$ cat config.mk
export PLATFORM = sky130hd
export DESIGN_NAME = ecpp_port
export DESIGN_NICKNAME = d
export VERILOG_FILES = /design/src/logic/ecpp_port.v /design/src/logic/ecpp_fifo.v
export VERILOG_INCLUDE_DIRS = /design/src /design/src/logic
export SDC_FILE = /design/constraint.sdc
export NUM_CORES = 1
export LEC_CHECK = 0
export BUFFER_PORTS_ARGS = -buffer_cell sky130_fd_sc_hd__buf_2
export CORE_UTILIZATION = 55
export DETAILED_ROUTE_END_ITERATION = 10
export GPL_ROUTABILITY_DRIVEN = 0
export HOLD_SLACK_MARGIN = 0.15
export PLACE_DENSITY = 0.81
export SETUP_SLACK_MARGIN = 0.15
export SLEW_MARGIN = 25
export SYNTH_ARGS = -nofsm -noshare
export SYNTH_HDL_FRONTEND = slang
export SYNTH_SLANG_ARGS = --single-unit
$ cat constraint.sdc
create_clock -name clock -period 3.5 [get_ports clock]
set_input_delay 0.175 -clock clock [delete_from_list [all_inputs] [get_ports clock]]
set_output_delay 0.175 -clock clock [all_outputs]
set_load 0.005 [all_outputs]
$ cat src/logic/ecpp_defines.vh
/*
 * constants of the extended-capabilities parallel port: register offsets,
 * mode encodings, field positions, reset values and fixed read values.
 * assumes a host I/O port that decodes the port's window down to 11 bits.
 */
`ifndef ECPP_DEFINES_VH
`define ECPP_DEFINES_VH

`define ECPP_AW 11
`define ECPP_OFF_DATA 11'h000
`define ECPP_OFF_DSR 11'h001
`define ECPP_OFF_DCR 11'h002
`define ECPP_OFF_DQ 11'h400
`define ECPP_OFF_CFGB 11'h401
`define ECPP_OFF_ECR 11'h402

`define ECPP_MODE_SPP 3'h0
`define ECPP_MODE_BIDIR 3'h1
`define ECPP_MODE_COMPAT_DATA_QUEUE 3'h2
`define ECPP_MODE_ECP 3'h3
`define ECPP_MODE_EPP 3'h4
`define ECPP_MODE_TEST 3'h6
`define ECPP_MODE_CFG 3'h7

`define ECPP_FIFO_DEPTH 16
`define ECPP_FIFO_WIDTH 9
`define ECPP_THR_W 4

`define ECPP_ECR_MODE_HI 7
`define ECPP_ECR_MODE_LO 5
`define ECPP_ECR_NERR 4
`define ECPP_ECR_DMA 3
`define ECPP_ECR_SVC 2

`define ECPP_DCR_DIR 5
`define ECPP_DCR_ACKIE 4
`define ECPP_DCR_SELIN 3
`define ECPP_DCR_INIT 2
`define ECPP_DCR_AFD 1
`define ECPP_DCR_STB 0

`define ECPP_DCR_RST 6'h00
`define ECPP_DATA_RST 8'h00
`define ECPP_CFGA_VAL 8'h10
`define ECPP_CFGB_LOW 6'h07
`define ECPP_DSR_LOW 3'h7
`define ECPP_DCR_TOP 2'h3

`endif

$ cat src/logic/ecpp_port.v
/*
 * extended-capabilities parallel port: host I/O registers, one shared FIFO,
 * forward and reverse interlocked handshakes, DMA request and service interrupt.
 * assumes host strobes io_wr/io_rd for one cycle on the clock; pins are asynchronous.
 */
`include "ecpp_defines.vh"

module ecpp_port #(
	parameter DEPTH = `ECPP_FIFO_DEPTH,
	parameter AW = 4
) (
	input wire clock,
	input wire rst,
	input wire [`ECPP_AW-1:0] io_addr,
	input wire io_wr,
	input wire io_rd,
	input wire [7:0] io_wdata,
	output reg [7:0] io_rdata,
	input wire dma_ack,
	input wire dma_tc,
	input wire [`ECPP_THR_W-1:0] write_threshold,
	input wire [`ECPP_THR_W-1:0] read_threshold,
	output reg port_dma_request,
	output reg irq,
	input wire [7:0] parallel_data_bus_in,
	output reg [7:0] parallel_data_bus_out,
	output reg parallel_data_bus_oe,
	output reg host_write_clock_n,
	output reg host_handshake_n,
	output reg direction_request_n,
	output reg protocol_select_n,
	input wire periph_data_valid_n,
	input wire periph_handshake,
	input wire reverse_confirm_n,
	input wire printer_online,
	input wire periph_error_n
);
	localparam S_IDLE = 7'h01;
	localparam S_FSET = 7'h02;
	localparam S_FSTB = 7'h04;
	localparam S_FREL = 7'h08;
	localparam S_RWAIT = 7'h10;
	localparam S_RPUSH = 7'h20;
	localparam S_RACK = 7'h40;

	function is_pio_mode;
		input [2:0] m;
		begin
			is_pio_mode = (m == `ECPP_MODE_SPP) | (m == `ECPP_MODE_BIDIR);
		end
	endfunction

	function is_queue_mode;
		input [2:0] m;
		begin
			is_queue_mode = (m == `ECPP_MODE_COMPAT_DATA_QUEUE) | (m == `ECPP_MODE_ECP) | (m == `ECPP_MODE_TEST);
		end
	endfunction

	// ************************************************************
	// pin synchronisers
	// ************************************************************
	reg [12:0] pin_meta_q;
	reg [12:0] pin_sync_q;
	reg err_prev_q;
	wire valid_n_s;
	wire busy_s;
	wire confirm_n_s;
	wire online_s;
	wire err_n_s;
	wire [7:0] pd_in_s;

	always @(posedge clock or posedge rst) begin
		if (rst) begin
			pin_meta_q <= 13'h1fff;
			pin_sync_q <= 13'h1fff;
			err_prev_q <= 1'b1;
		end else begin
			pin_meta_q <= {parallel_data_bus_in, periph_data_valid_n, periph_handshake, reverse_confirm_n,
				printer_online, periph_error_n};
			pin_sync_q <= pin_meta_q;
			err_prev_q <= pin_sync_q[0];
		end
	end

	assign pd_in_s = pin_sync_q[12:5];
	assign valid_n_s = pin_sync_q[4];
	assign busy_s = pin_sync_q[3];
	assign confirm_n_s = pin_sync_q[2];
	assign online_s = pin_sync_q[1];
	assign err_n_s = pin_sync_q[0];

	// ************************************************************
	// registers and host access decode
	// ************************************************************
	reg [2:0] mode_q;
	reg nerr_q;
	reg dma_en_q;
	reg svc_q;
	reg [5:0] dcr_q;
	reg [7:0] data_q;
	reg [6:0] st_q;
	reg [7:0] pd_lat_q;
	reg cmd_q;
	wire dir;
	wire wr_data;
	wire wr_dcr;
	wire wr_ecr;
	wire wr_dq;
	wire wr_aq;
	wire rd_dq;
	wire ecp_mode;
	wire fwd_run;
	wire rev_run;
	wire flush;
	wire fifo_in_ready;
	wire fifo_out_valid;
	wire [`ECPP_FIFO_WIDTH-1:0] fifo_out_data;
	wire [AW:0] fifo_cnt;
	wire [AW:0] fifo_free;
	wire eng_pop;
	wire eng_push;
	wire host_push;
	wire host_pop;
	wire [2:0] new_mode;
	wire mode_ok;
	wire svc_set;
	wire err_pulse;

	assign dir = dcr_q[`ECPP_DCR_DIR];
	assign ecp_mode = (mode_q == `ECPP_MODE_ECP);
	assign wr_data = io_wr & ~dma_ack & (io_addr == `ECPP_OFF_DATA);
	assign wr_dcr = io_wr & ~dma_ack & (io_addr == `ECPP_OFF_DCR);
	assign wr_ecr = io_wr & ~dma_ack & (io_addr == `ECPP_OFF_ECR);
	// a DMA write lands in the data/test/compatible queue whatever io_addr holds, but only in the queue modes
	assign wr_dq = io_wr & (dma_ack | (io_addr == `ECPP_OFF_DQ)) & is_queue_mode(mode_q);
	assign wr_aq = wr_data & ecp_mode;
	assign rd_dq = io_rd & (dma_ack | (io_addr == `ECPP_OFF_DQ))
		& (ecp_mode | (mode_q == `ECPP_MODE_TEST));

	// fifo only lives in the queue modes and starts flushed
	assign flush = ~is_queue_mode(mode_q);
	assign fwd_run = ~dir & (ecp_mode | (mode_q == `ECPP_MODE_COMPAT_DATA_QUEUE));
	assign rev_run = dir & ecp_mode & ~confirm_n_s;

	assign new_mode = io_wdata[`ECPP_ECR_MODE_HI:`ECPP_ECR_MODE_LO];
	assign mode_ok = is_pio_mode(mode_q) | is_pio_mode(new_mode);

	// ************************************************************
	// shared queue
	// ************************************************************
	assign eng_pop = (st_q == S_IDLE) & fwd_run & fifo_out_valid;
	assign eng_push = (st_q == S_RPUSH);
	// reverse engine has the write port while it holds a byte; host write then drops
	assign host_push = (wr_dq | wr_aq) & ~eng_push;
	assign host_pop = rd_dq & ~eng_pop;
	assign fifo_free = DEPTH[AW:0] - fifo_cnt;

	ecpp_fifo #(
		.WIDTH(`ECPP_FIFO_WIDTH),
		.DEPTH(DEPTH),
		.AW(AW)
	) u_fifo (
		.clock(clock),
		.rst(rst),
		.flush(flush),
		.in_valid(eng_push | host_push),
		.in_ready(fifo_in_ready),
		// address-queue bytes carry the command flag, data-queue bytes do not
		.in_data(eng_push ? {cmd_q, pd_lat_q} : {wr_aq, io_wdata}),
		.out_valid(fifo_out_valid),
		.out_ready(eng_pop | host_pop),
		.out_data(fifo_out_data),
		.count(fifo_cnt)
	);

	// ************************************************************
	// service flag and interrupts
	// ************************************************************
	assign svc_set = ~svc_q & is_queue_mode(mode_q) & (
		(dma_en_q & dma_tc) |
		(~dma_en_q & ~dir & (fifo_free >= {1'b0, write_threshold})) |
		(~dma_en_q & dir & (fifo_cnt >= {1'b0, read_threshold})));
	assign err_pulse = ecp_mode & ~nerr_q & err_prev_q & ~err_n_s;

	always @(posedge clock or posedge rst) begin
		if (rst) begin
			mode_q <= `ECPP_MODE_SPP;
			nerr_q <= 1'b0;
			dma_en_q <= 1'b0;
			svc_q <= 1'b0;
			dcr_q <= `ECPP_DCR_RST;
			data_q <= `ECPP_DATA_RST;
		end else begin
			if (wr_ecr) begin
				if (mode_ok) begin
					mode_q <= new_mode;
				end
				nerr_q <= io_wdata[`ECPP_ECR_NERR];
				dma_en_q <= io_wdata[`ECPP_ECR_DMA];
			end
			// hardware set wins over a software clear in the same cycle
			if (svc_set) begin
				svc_q <= 1'b1;
			end else if (wr_ecr) begin
				svc_q <= io_wdata[`ECPP_ECR_SVC];
			end
			if (wr_dcr) begin
				dcr_q[4:0] <= io_wdata[4:0];
				if (mode_q == `ECPP_MODE_BIDIR) begin
					dcr_q[`ECPP_DCR_DIR] <= io_wdata[`ECPP_DCR_DIR];
				end
			end
			if (wr_data & is_pio_mode(mode_q)) begin
				data_q <= io_wdata;
			end
		end
	end

	// ************************************************************
	// handshake engine
	// ************************************************************
	always @(posedge clock or posedge rst) begin
		if (rst) begin
			st_q <= S_IDLE;
			pd_lat_q <= 8'h00;
			cmd_q <= 1'b0;
		end else if (flush) begin
			st_q <= S_IDLE;
		end else begin
			case (st_q)
				S_IDLE: begin
					if (eng_pop) begin
						pd_lat_q <= fifo_out_data[7:0];
						// compatible mode never sends commands
						cmd_q <= fifo_out_data[8] & ecp_mode;
						st_q <= S_FSET;
					end else if (rev_run) begin
						st_q <= S_RWAIT;
					end
				end
				S_FSET: begin
					if (~busy_s) begin
						st_q <= S_FSTB;
					end
				end
				S_FSTB: begin
					if (busy_s) begin
						st_q <= S_FREL;
					end
				end
				S_FREL: begin
					if (~busy_s) begin
						st_q <= S_IDLE;
					end
				end
				S_RWAIT: begin
					if (~rev_run) begin
						st_q <= S_IDLE;
					end else if (~valid_n_s) begin
						pd_lat_q <= pd_in_s;
						cmd_q <= ~busy_s;
						st_q <= S_RPUSH;
					end
				end
				S_RPUSH: begin
					// a full queue stalls the peripheral: host_handshake_n stays high, so the next byte is not requested
					if (fifo_in_ready) begin
						st_q <= S_RACK;
					end
				end
				S_RACK: begin
					if (valid_n_s) begin
						st_q <= rev_run ? S_RWAIT : S_IDLE;
					end
				end
				default: begin
					st_q <= S_IDLE;
				end
			endcase
		end
	end

	// ************************************************************
	// registered pins, requests and read data
	// ************************************************************
	reg [7:0] rdata_d;

	always @* begin
		rdata_d = 8'h00;
		case (io_addr)
			`ECPP_OFF_DATA: begin
				rdata_d = (mode_q == `ECPP_MODE_BIDIR) ? pd_in_s : data_q;
			end
			`ECPP_OFF_DSR: begin
				rdata_d = {~busy_s, valid_n_s, confirm_n_s, online_s, err_n_s, `ECPP_DSR_LOW};
			end
			`ECPP_OFF_DCR: begin
				rdata_d = {`ECPP_DCR_TOP, dcr_q};
			end
			`ECPP_OFF_DQ: begin
				if (mode_q == `ECPP_MODE_CFG) begin
					rdata_d = `ECPP_CFGA_VAL;
				end else begin
					rdata_d = fifo_out_data[7:0];
				end
			end
			`ECPP_OFF_CFGB: begin
				// compress bit reads zero: no hardware run-length compression
				rdata_d = {1'b0, irq, `ECPP_CFGB_LOW};
			end
			`ECPP_OFF_ECR: begin
				rdata_d = {mode_q, nerr_q, dma_en_q, svc_q, ~fifo_in_ready, ~fifo_out_valid};
			end
			default: begin
				rdata_d = 8'h00;
			end
		endcase
		if (dma_ack) begin
			rdata_d = fifo_out_data[7:0];
		end
	end

	always @(posedge clock or posedge rst) begin
		if (rst) begin
			io_rdata <= 8'h00;
			port_dma_request <= 1'b0;
			irq <= 1'b0;
			parallel_data_bus_out <= 8'h00;
			parallel_data_bus_oe <= 1'b0;
			host_write_clock_n <= 1'b1;
			host_handshake_n <= 1'b1;
			direction_request_n <= 1'b1;
			protocol_select_n <= 1'b1;
		end else begin
			if (io_rd) begin
				io_rdata <= rdata_d;
			end
			port_dma_request <= dma_en_q & ~svc_q & ~svc_set & is_queue_mode(mode_q)
				& (dir ? fifo_out_valid : fifo_in_ready);
			irq <= svc_set | err_pulse;
			// drive the bus only forward, and in ECP only once the peripheral has released it
			parallel_data_bus_oe <= ~dir & (~ecp_mode | confirm_n_s);
			if (fwd_run) begin
				parallel_data_bus_out <= pd_lat_q;
				host_write_clock_n <= ~(st_q == S_FSTB);
				host_handshake_n <= ~cmd_q;
			end else if (ecp_mode & dir) begin
				parallel_data_bus_out <= data_q;
				host_write_clock_n <= 1'b1;
				host_handshake_n <= ~(st_q == S_RWAIT);
			end else begin
				parallel_data_bus_out <= data_q;
				host_write_clock_n <= ~dcr_q[`ECPP_DCR_STB];
				host_handshake_n <= ~dcr_q[`ECPP_DCR_AFD];
			end
			if (ecp_mode) begin
				direction_request_n <= ~dir;
				protocol_select_n <= 1'b1;
			end else begin
				direction_request_n <= dcr_q[`ECPP_DCR_INIT];
				protocol_select_n <= ~dcr_q[`ECPP_DCR_SELIN];
			end
		end
	end
endmodule // ecpp_port

$ cat src/logic/ecpp_fifo.v
/*
 * show-ahead FIFO with valid/ready on both sides, a flush and a fill count.
 * assumes one clock; flush wins over any push or pop in the same cycle.
 */
module ecpp_fifo #(
	parameter WIDTH = 9,
	parameter DEPTH = 16,
	parameter AW = 4
) (
	input wire clock,
	input wire rst,
	input wire flush,
	input wire in_valid,
	output wire in_ready,
	input wire [WIDTH-1:0] in_data,
	output wire out_valid,
	input wire out_ready,
	output wire [WIDTH-1:0] out_data,
	output wire [AW:0] count
);
	reg [WIDTH-1:0] mem_q [0:DEPTH-1];
	reg [AW-1:0] wr_ptr_q;
	reg [AW-1:0] rd_ptr_q;
	reg [AW:0] cnt_q;
	wire push;
	wire pop;

	assign in_ready = (cnt_q != DEPTH[AW:0]);
	assign out_valid = (cnt_q != {(AW+1){1'b0}});
	assign out_data = mem_q[rd_ptr_q];
	assign count = cnt_q;
	assign push = in_valid & in_ready;
	assign pop = out_valid & out_ready;

	always @(posedge clock) begin
		if (push) begin
			mem_q[wr_ptr_q] <= in_data;
		end
	end

	always @(posedge clock or posedge rst) begin
		if (rst) begin
			wr_ptr_q <= {AW{1'b0}};
			rd_ptr_q <= {AW{1'b0}};
			cnt_q <= {(AW+1){1'b0}};
		end else if (flush) begin
			wr_ptr_q <= {AW{1'b0}};
			rd_ptr_q <= {AW{1'b0}};
			cnt_q <= {(AW+1){1'b0}};
		end else begin
			if (push) begin
				wr_ptr_q <= wr_ptr_q + 1'b1;
			end
			if (pop) begin
				rd_ptr_q <= rd_ptr_q + 1'b1;
			end
			if (push & ~pop) begin
				cnt_q <= cnt_q + 1'b1;
			end else if (pop & ~push) begin
				cnt_q <= cnt_q - 1'b1;
			end
		end
	end
endmodule // ecpp_fifo

==> impl_metrics.env, run 1 <==
export IMPL_place_hpwl_mm=16.8
export IMPL_rows=50
export IMPL_layout_commonest_cell="edfxtp_1"
export IMPL_finalSetupViolations=0
export IMPL_htreeDepth=1
export IMPL_final_cell_mix="edfxtp_1, buf_2, dfrtp_1"
export IMPL_power_density_nw_per_um2=674
export IMPL_clk_latency_ps=520
export IMPL_fillers=1213
export IMPL_status="complete, no violations"
export IMPL_drive_above_1_share=0.322
export IMPL_p_leak_nw=4.81
export IMPL_io_pins=69
export IMPL_numCtsBuffers=25
export IMPL_fmax_ghz=0.297
export IMPL_synth_seq_cells=243
export IMPL_hold_viol=0
export IMPL_crit_start="st_q[1]"
export IMPL_period_minus_slack_ps=3360
export IMPL_multiInputGateArea_sq_um=3640
export IMPL_io_buffers=68
export IMPL_worst_pin_slew_ps=999
export IMPL_vias_per_cell=6.14
export IMPL_drv_cap=0
export IMPL_crit_type="reg -> reg"
export IMPL_instances_no_fill=1109
export IMPL_synthArstFlopShare=0.407
export IMPL_ctsRootBufferMaster="clkbuf_16"
export IMPL_grt_overflow_total=0
export IMPL_antenna_cells=0
export IMPL_fp_dieH_microns=141
export IMPL_design_power_total_mw=8.41
export IMPL_register_area_sq_um=6840
export IMPL_synth_area_per_cell_sq_um=14.9
export IMPL_initial_core_util=0.566
export IMPL_cts_setup_buffers=0
export IMPL_dieArea_sq_um=19900
export IMPL_cp_arrival_ps=3810
export IMPL_numClockSinks=243
export IMPL_cts_buffer_depth=3
export IMPL_finClkSkew_ps=13.3
export IMPL_grt_pass1_vias=6999
export IMPL_path_cells="or4_1, or4b_4, o211a_2, nor2_2, nand2_2, fa_1, a21o_1, a21oi_2, o211ai_1, and3_1, nor3_2"
export IMPL_cts_clk_slew_worst_paths_ps=60
export IMPL_antenna_found_initial=0
export IMPL_tritoncts="built"
export IMPL_grt_pass1_wl_mm=39.2
export IMPL_post_route_period_util=0.961
export IMPL_drt_iter0_drc=516
export IMPL_vdd_drop_max_mv=0.395
export IMPL_postRouteWirelength_mm=25.2
export IMPL_netlist_instances=714
export IMPL_r2r_start="st_q[1]"
export IMPL_cpMaxStageDelayCell="or4_1"
export IMPL_hp_start="io_rd"
export IMPL_max_stage_delay_ps=560
export IMPL_ys_warnings_count=0
export IMPL_fin_nets=898
export IMPL_synthDistinctLibCells=64
export IMPL_post_drt_wl_per_cell_microns=22.7
export IMPL_ys_flop_type="edfxtp_1"
export IMPL_core_area_sq_um=18800
export IMPL_route_detailed_drc=0
export IMPL_crit_path_start_kind="flop"
export IMPL_finalSetupTns_ps=0
export IMPL_post_place_cells=1037
export IMPL_holdWs_ps=204
export IMPL_syn_to_final_growth_pct=17.2
export IMPL_dr_pass1_iters=5
export IMPL_hold_class="in -> reg"
export IMPL_cp_end_kind="flop"
export IMPL_vias=6813
export IMPL_die_w_microns=141
export IMPL_synth_seq_area_share=0.642
export IMPL_maxSlewViolCount=0
export IMPL_antenna_left=0
export IMPL_slew_limit_headroom=0.334
export IMPL_synth_edff_count=144
export IMPL_grt_max_degree=40
export IMPL_syn_nets=781
export IMPL_crit_fanout=7
export IMPL_grt_usage=0.260
export IMPL_cp_data_required_time_ps=3940
export IMPL_rsz0062_at_grt="yes"
export IMPL_netlist_area_sq_um=10700
==> per-layer routing <==
layer  share of wire  track usage  wire length (microns)
met1            0.39        0.336                   9690
met2            0.49        0.433                  12300
met3           0.086       0.0506                   2160
met4           0.039        0.111                    971
met5               0            0                      0
==> state kept, by name, summed over array words and instances, names as in the netlist, 3 cells and up <==
register	cells
u_fifo.count	5
parallel_data_bus_out	8
st_q	7
dcr_q	6
u_fifo.mem_q	144
pin_sync_q	13
u_fifo.rd_ptr_q	4
pin_meta_q	13
mode_q	3
u_fifo.wr_ptr_q	4
pd_lat_q	8
io_rdata	8
data_q	8
==> final timing paths <==
kind,slack (ps),cells past startpoint,end
max in group asynchronous,2410,4,st_q[0]
worst max-delay path,140,11,u_fifo.count[4]
worst min register to register,350,0,pin_sync_q[7]
min in group asynchronous,230,3,io_rdata[2]
worst min-delay path,200,4,io_rdata[1]
worst max register to register,140,11,u_fifo.count[4]
==> power breakdown <==
| part | switching (mW) | internal [mW] | leakage, nW |
|---|---|---|---|
| combinational | 1.03 | 1.06 | 1.94 |
| sequential | 0.447 | 3.34 | 2.48 |
| clock | 1.08 | 1.46 | 0.381 |
==> worst max-delay path: cells and delay by family (launching register included) <==
kind | cells | cell delay [ps]
adders and majority gates | 1 | 430
and+or+nand+nor | 6 | 1710
DFF | 1 | 440
AOI/OAI and AO/OA | 4 | 720
==> logic make-up after synthesis <==
logic type	Yosys count	share of synthesized area
DFF	243	0.642
and+or+nand+nor	180	0.0904
xor gates and xnor gates	14	0.0115
muxes	104	0.150
adders and majority gates	21	0.0254
AOI/OAI and AO/OA	98	0.0607
buffers and inverters	54	0.0201
==> cell usage after synthesis, types with 3 or more instances <==
| master | number | area (sq um) |
|---|---|---|
| ha_1 | 20 | 250 |
| a21o_1 | 5 | 37.5 |
| nor4_1 | 6 | 37.5 |
| nor2b_1 | 5 | 31.3 |
| buf_1 | 5 | 18.8 |
| nor4b_1 | 3 | 26.3 |
| xor2_1 | 7 | 61.3 |
| nor3b_1 | 5 | 37.5 |
| nor3_1 | 9 | 45.0 |
| mux4_2 | 40 | 901 |
| mux2_2 | 42 | 473 |
| nand3b_1 | 5 | 37.5 |
| dfrtp_1 | 67 | 1680 |
| a31oi_1 | 4 | 25.0 |
| a221o_1 | 8 | 80.1 |
| a32oi_1 | 3 | 26.3 |
| buf_2 | 3 | 15.0 |
| and4_1 | 5 | 43.8 |
| nand2_1 | 41 | 154 |
| nand4_1 | 5 | 31.3 |
| xnor2_1 | 7 | 61.3 |
| nand3_1 | 19 | 95.1 |
| nand2b_1 | 3 | 18.8 |
| nor2_1 | 41 | 154 |
| and3_1 | 9 | 56.3 |
| dfstp_2 | 32 | 841 |
| edfxtp_1 | 144 | 4320 |
| and2_1 | 10 | 62.6 |
| a21oi_1 | 25 | 125 |
| inv_1 | 22 | 82.6 |
| mux2i_1 | 22 | 220 |
| clkbuf_1 | 23 | 86.3 |
| o21ai_0 | 27 | 135 |
| o211ai_1 | 7 | 52.6 |
==> final cells by class <==
cell class	count	area share
multi-input cells	417	0.292
repair buffers	122	0.0651
clock buffers	28	0.0510
inverters	22	0.00681
flip-flops and latches	243	0.548
clock inverters	17	0.0111
well taps	260	0.0261
==> metrics by stage <==
step / cell area, sq um / utilization / setup slack (ps)
6_report: 12500 / 0.663 / 136
5_1_grt: 12500 / 0.663 / 25.6
4_1_cts: 12500 / 0.662 / 151
3_5_place_dp: 11400 / 0.605 / 142
3_3_place_gp: 11400 / 0.605 / 259
2_1_floorplan: 10700 / - / 152
==> what timing repair did <==
action | CTS | global route
gates resized for setup | 7 | 10
hold buffers | 27 | 0
endpoints found under the setup margin | 47 | 109
hold endpoints to repair | 76 | 0
No activity file was read; power rests on OpenSTA's default activity.
==> inputs of run 2 (changes only) <==
--- a/config.mk
+++ b/config.mk
@@ -16,4 +16,5 @@
 export SLEW_MARGIN = 25
 export SYNTH_ARGS = -nofsm -noshare
 export SYNTH_HDL_FRONTEND = slang
+export SYNTH_HIERARCHICAL = 1
 export SYNTH_SLANG_ARGS = --single-unit
==> run 2 against run 1 <==
Hold slack better by 50 ps; sequential share of layout area decreased by 0.84 points; final cell count is 1.6% higher; sequential cell count did not move; clock-buffer cell count decreased by 2; largest cell class unchanged; highest routed layer is now met5.
==> impl_metrics.env, run 2 <==
export IMPL_syn_to_final_growth_pct=18.4
export IMPL_fmax_ghz=0.319
export IMPL_drive_above_1_share=0.324
export IMPL_grt_overflow_total=0
export IMPL_antenna_found_initial=1
export IMPL_io_buffers=68
export IMPL_synth_seq_area_share=0.638
export IMPL_worst_pin_slew_ps=986
export IMPL_fin_nets=914
export IMPL_initial_core_util=0.567
export IMPL_synth_area_per_cell_sq_um=14.9
export IMPL_fillers=1183
export IMPL_syn_nets=786
export IMPL_worst_slack_ps=368
export IMPL_crit_fanout=9
export IMPL_post_route_period_util=0.895
export IMPL_clk_latency_ps=530
export IMPL_numClockSinks=243
export IMPL_design_power_total_mw=8.64
export IMPL_fp_dieH_microns=142
export IMPL_grt_usage=0.274
export IMPL_antenna_left=0
export IMPL_cts_clk_slew_worst_paths_ps=70
export IMPL_route_detailed_drc=0
export IMPL_dieArea_sq_um=20000
export IMPL_grt_pass1_vias=7274
export IMPL_tritoncts="built"
export IMPL_crit_type="reg -> reg"
export IMPL_slew_limit_headroom=0.337
export IMPL_top_register="u_fifo/mem_q"
export IMPL_register_area_sq_um=6850
export IMPL_synth_common_cells="edfxtp_1, dfrtp_1, nand2_1, nor2_1, mux4_2"
export IMPL_fin_area_sq_um=12700
export IMPL_cp_end_kind="flop"
export IMPL_hold_viol=0
export IMPL_vias_per_cell=6.23
export IMPL_cts_buffer_depth=3
export IMPL_finalSetupTns_ps=0
export IMPL_vias=7023
export IMPL_placed_area_sq_um=11500
export IMPL_io_pins=69
export IMPL_final_cell_mix="edfxtp_1, buf_2, nand2_1"
export IMPL_rsz0062_at_grt="no"
export IMPL_dr_pass1_iters=5
export IMPL_synth_seq_cells=243
export IMPL_cp_data_required_time_ps=3950
export IMPL_rows=50
export IMPL_post_place_cells=1052
export IMPL_holdWs_ps=254
export IMPL_synth_area_top_cells="edfxtp_1, dfrtp_1, mux4_2"
export IMPL_pre_cts_ws_ps=244
export IMPL_post_drt_wl_per_cell_microns=23.3
export IMPL_htreeDepth=1
export IMPL_place_hpwl_mm=17.0
export IMPL_status="complete, no violations"
export IMPL_yosysTopAreaCellShare=0.404
export IMPL_vdd_drop_max_mv=0.356
export IMPL_hold_class="in -> reg"
export IMPL_grt_pass1_wl_mm=41.5
export IMPL_period_minus_slack_ps=3130
export IMPL_antenna_cells=0
export IMPL_layout_commonest_cell="edfxtp_1"
export IMPL_multiInputGateArea_sq_um=3680
export IMPL_finalSetupViolations=0
export IMPL_ys_flop_type="edfxtp_1"
export IMPL_crit_path_start_kind="flop"
export IMPL_maxSlewViolCount=0
export IMPL_ctsRootBufferMaster="clkbuf_16"
export IMPL_cp_arrival_ps=3580
export IMPL_grt_max_degree=59
export IMPL_synth_top_area_cell="edfxtp_1"
export IMPL_drv_cap=0
export IMPL_postRouteWirelength_mm=26.3
export IMPL_ys_warnings_count=6
export IMPL_synthDistinctLibCells=69
export IMPL_die_w_microns=142
export IMPL_finClkSkew_ps=21.3
export IMPL_synth_most_common_cell="edfxtp_1"
export IMPL_instances_no_fill=1127
export IMPL_core_area_sq_um=18900
export IMPL_postLayoutCoreUtil=0.671
export IMPL_netlist_instances=721
export IMPL_synth_edff_count=144
export IMPL_numCtsBuffers=24
export IMPL_largestRegisters="u_fifo/mem_q: 144 flops, pin_meta_q: 13 flops, pin_sync_q: 13 flops"
export IMPL_power_density_nw_per_um2=681
export IMPL_drt_iter0_drc=739
export IMPL_p_leak_nw=4.88
export IMPL_netlist_area_sq_um=10700
export IMPL_synthArstFlopShare=0.407
export IMPL_largest_reg_flops=144
[run 2: cell types whose count changed in the layout (fill, tap and decap cells not counted), sizes merged, moves of 4 or more]
| cell | delta |
|---|---|
| buf | +10 |
| nor2 | +8 |
| a21oi | -6 |
| and3 | -8 |
| a211oi | +4 |
| nand2 | +25 |
| mux4 | +5 |
| and2 | -6 |
| and4 | -5 |
| mux2 | -7 |
| nand2b | +4 |
| a221o | -5 |
[run 2: final cells by class]
class / count / share of cell area
Clock buffer: 26 / 0.0479
Clock inverter: 18 / 0.0173
Inverter: 22 / 0.00671
Multi-Input combinational cell: 425 / 0.290
Sequential cell: 243 / 0.540
Tap cell: 260 / 0.0256
Timing Repair Buffer: 133 / 0.0728
[run 2: worst paths after layout]
kind / from / endpoint / slack (ps) / depth (start not counted)
max reg2reg: u_fifo/count[0] / u_fifo/count[4] / 370 / 12
min: write_threshold[3] / svc_q / 250 / 5
max in group asynchronous: rst / pin_meta_q[1] / 2240 / 4
min reg2reg: pin_meta_q[9] / pin_sync_q[9] / 350 / 0
min in group asynchronous: rst / u_fifo/wr_ptr_q[0] / 290 / 3
max: u_fifo/count[0] / u_fifo/count[4] / 370 / 12
[run 2: logic make-up (layout without fill, tap and decap cells)]
family,Yosys count,in the layout,share of synthesized area
flops,243,243,0.638
simple gates,197,197,0.0932
mux,102,102,0.152
compound gates,94,94,0.0602
buf+inv,53,199,0.0224
fa+ha+maj,19,19,0.0229
xor+xnor,13,13,0.0106
[run 2: timing repair]
action	4_1_cts	5_1_grt
hold endpoints to repair	91	0
gates resized for setup	0	10
setup buffers	0	3
hold buffers	28	0
setup endpoints to repair	0	1
[run 2: worst max-delay path, stage by stage (launching register included)]
cell and delay [ps]:
dfrtp_2 490, nor4_4 310, nand2_1 150, nor4bb_1 170
nand4_1 150, nand2_1 160, o41ai_2 120, nand2_1 270
fa_2 450, a21o_1 200, a2111oi_2 340, o21ai_0 120
a31oi_1 130
[run 2: per-layer routing]
metal,share of wire,routed length [microns],GRT usage,vias to the layer above
met3,0.077,2020,0.0493,94
li1,-,-,-,2998
met1,0.38,9980,0.343,3518
met5,0.00049,13,0,-
met2,0.51,13300,0.476,411
met4,0.037,965,0.105,2
[run 2: report_power, final]
part | leakage [nW] | internal, mW | total (mW) | switching, mW
combinational | 2.01 | 1.12 | 2.24 | 1.12
clock | 0.391 | 1.57 | 2.69 | 1.12
sequential | 2.48 | 3.34 | 3.72 | 0.377
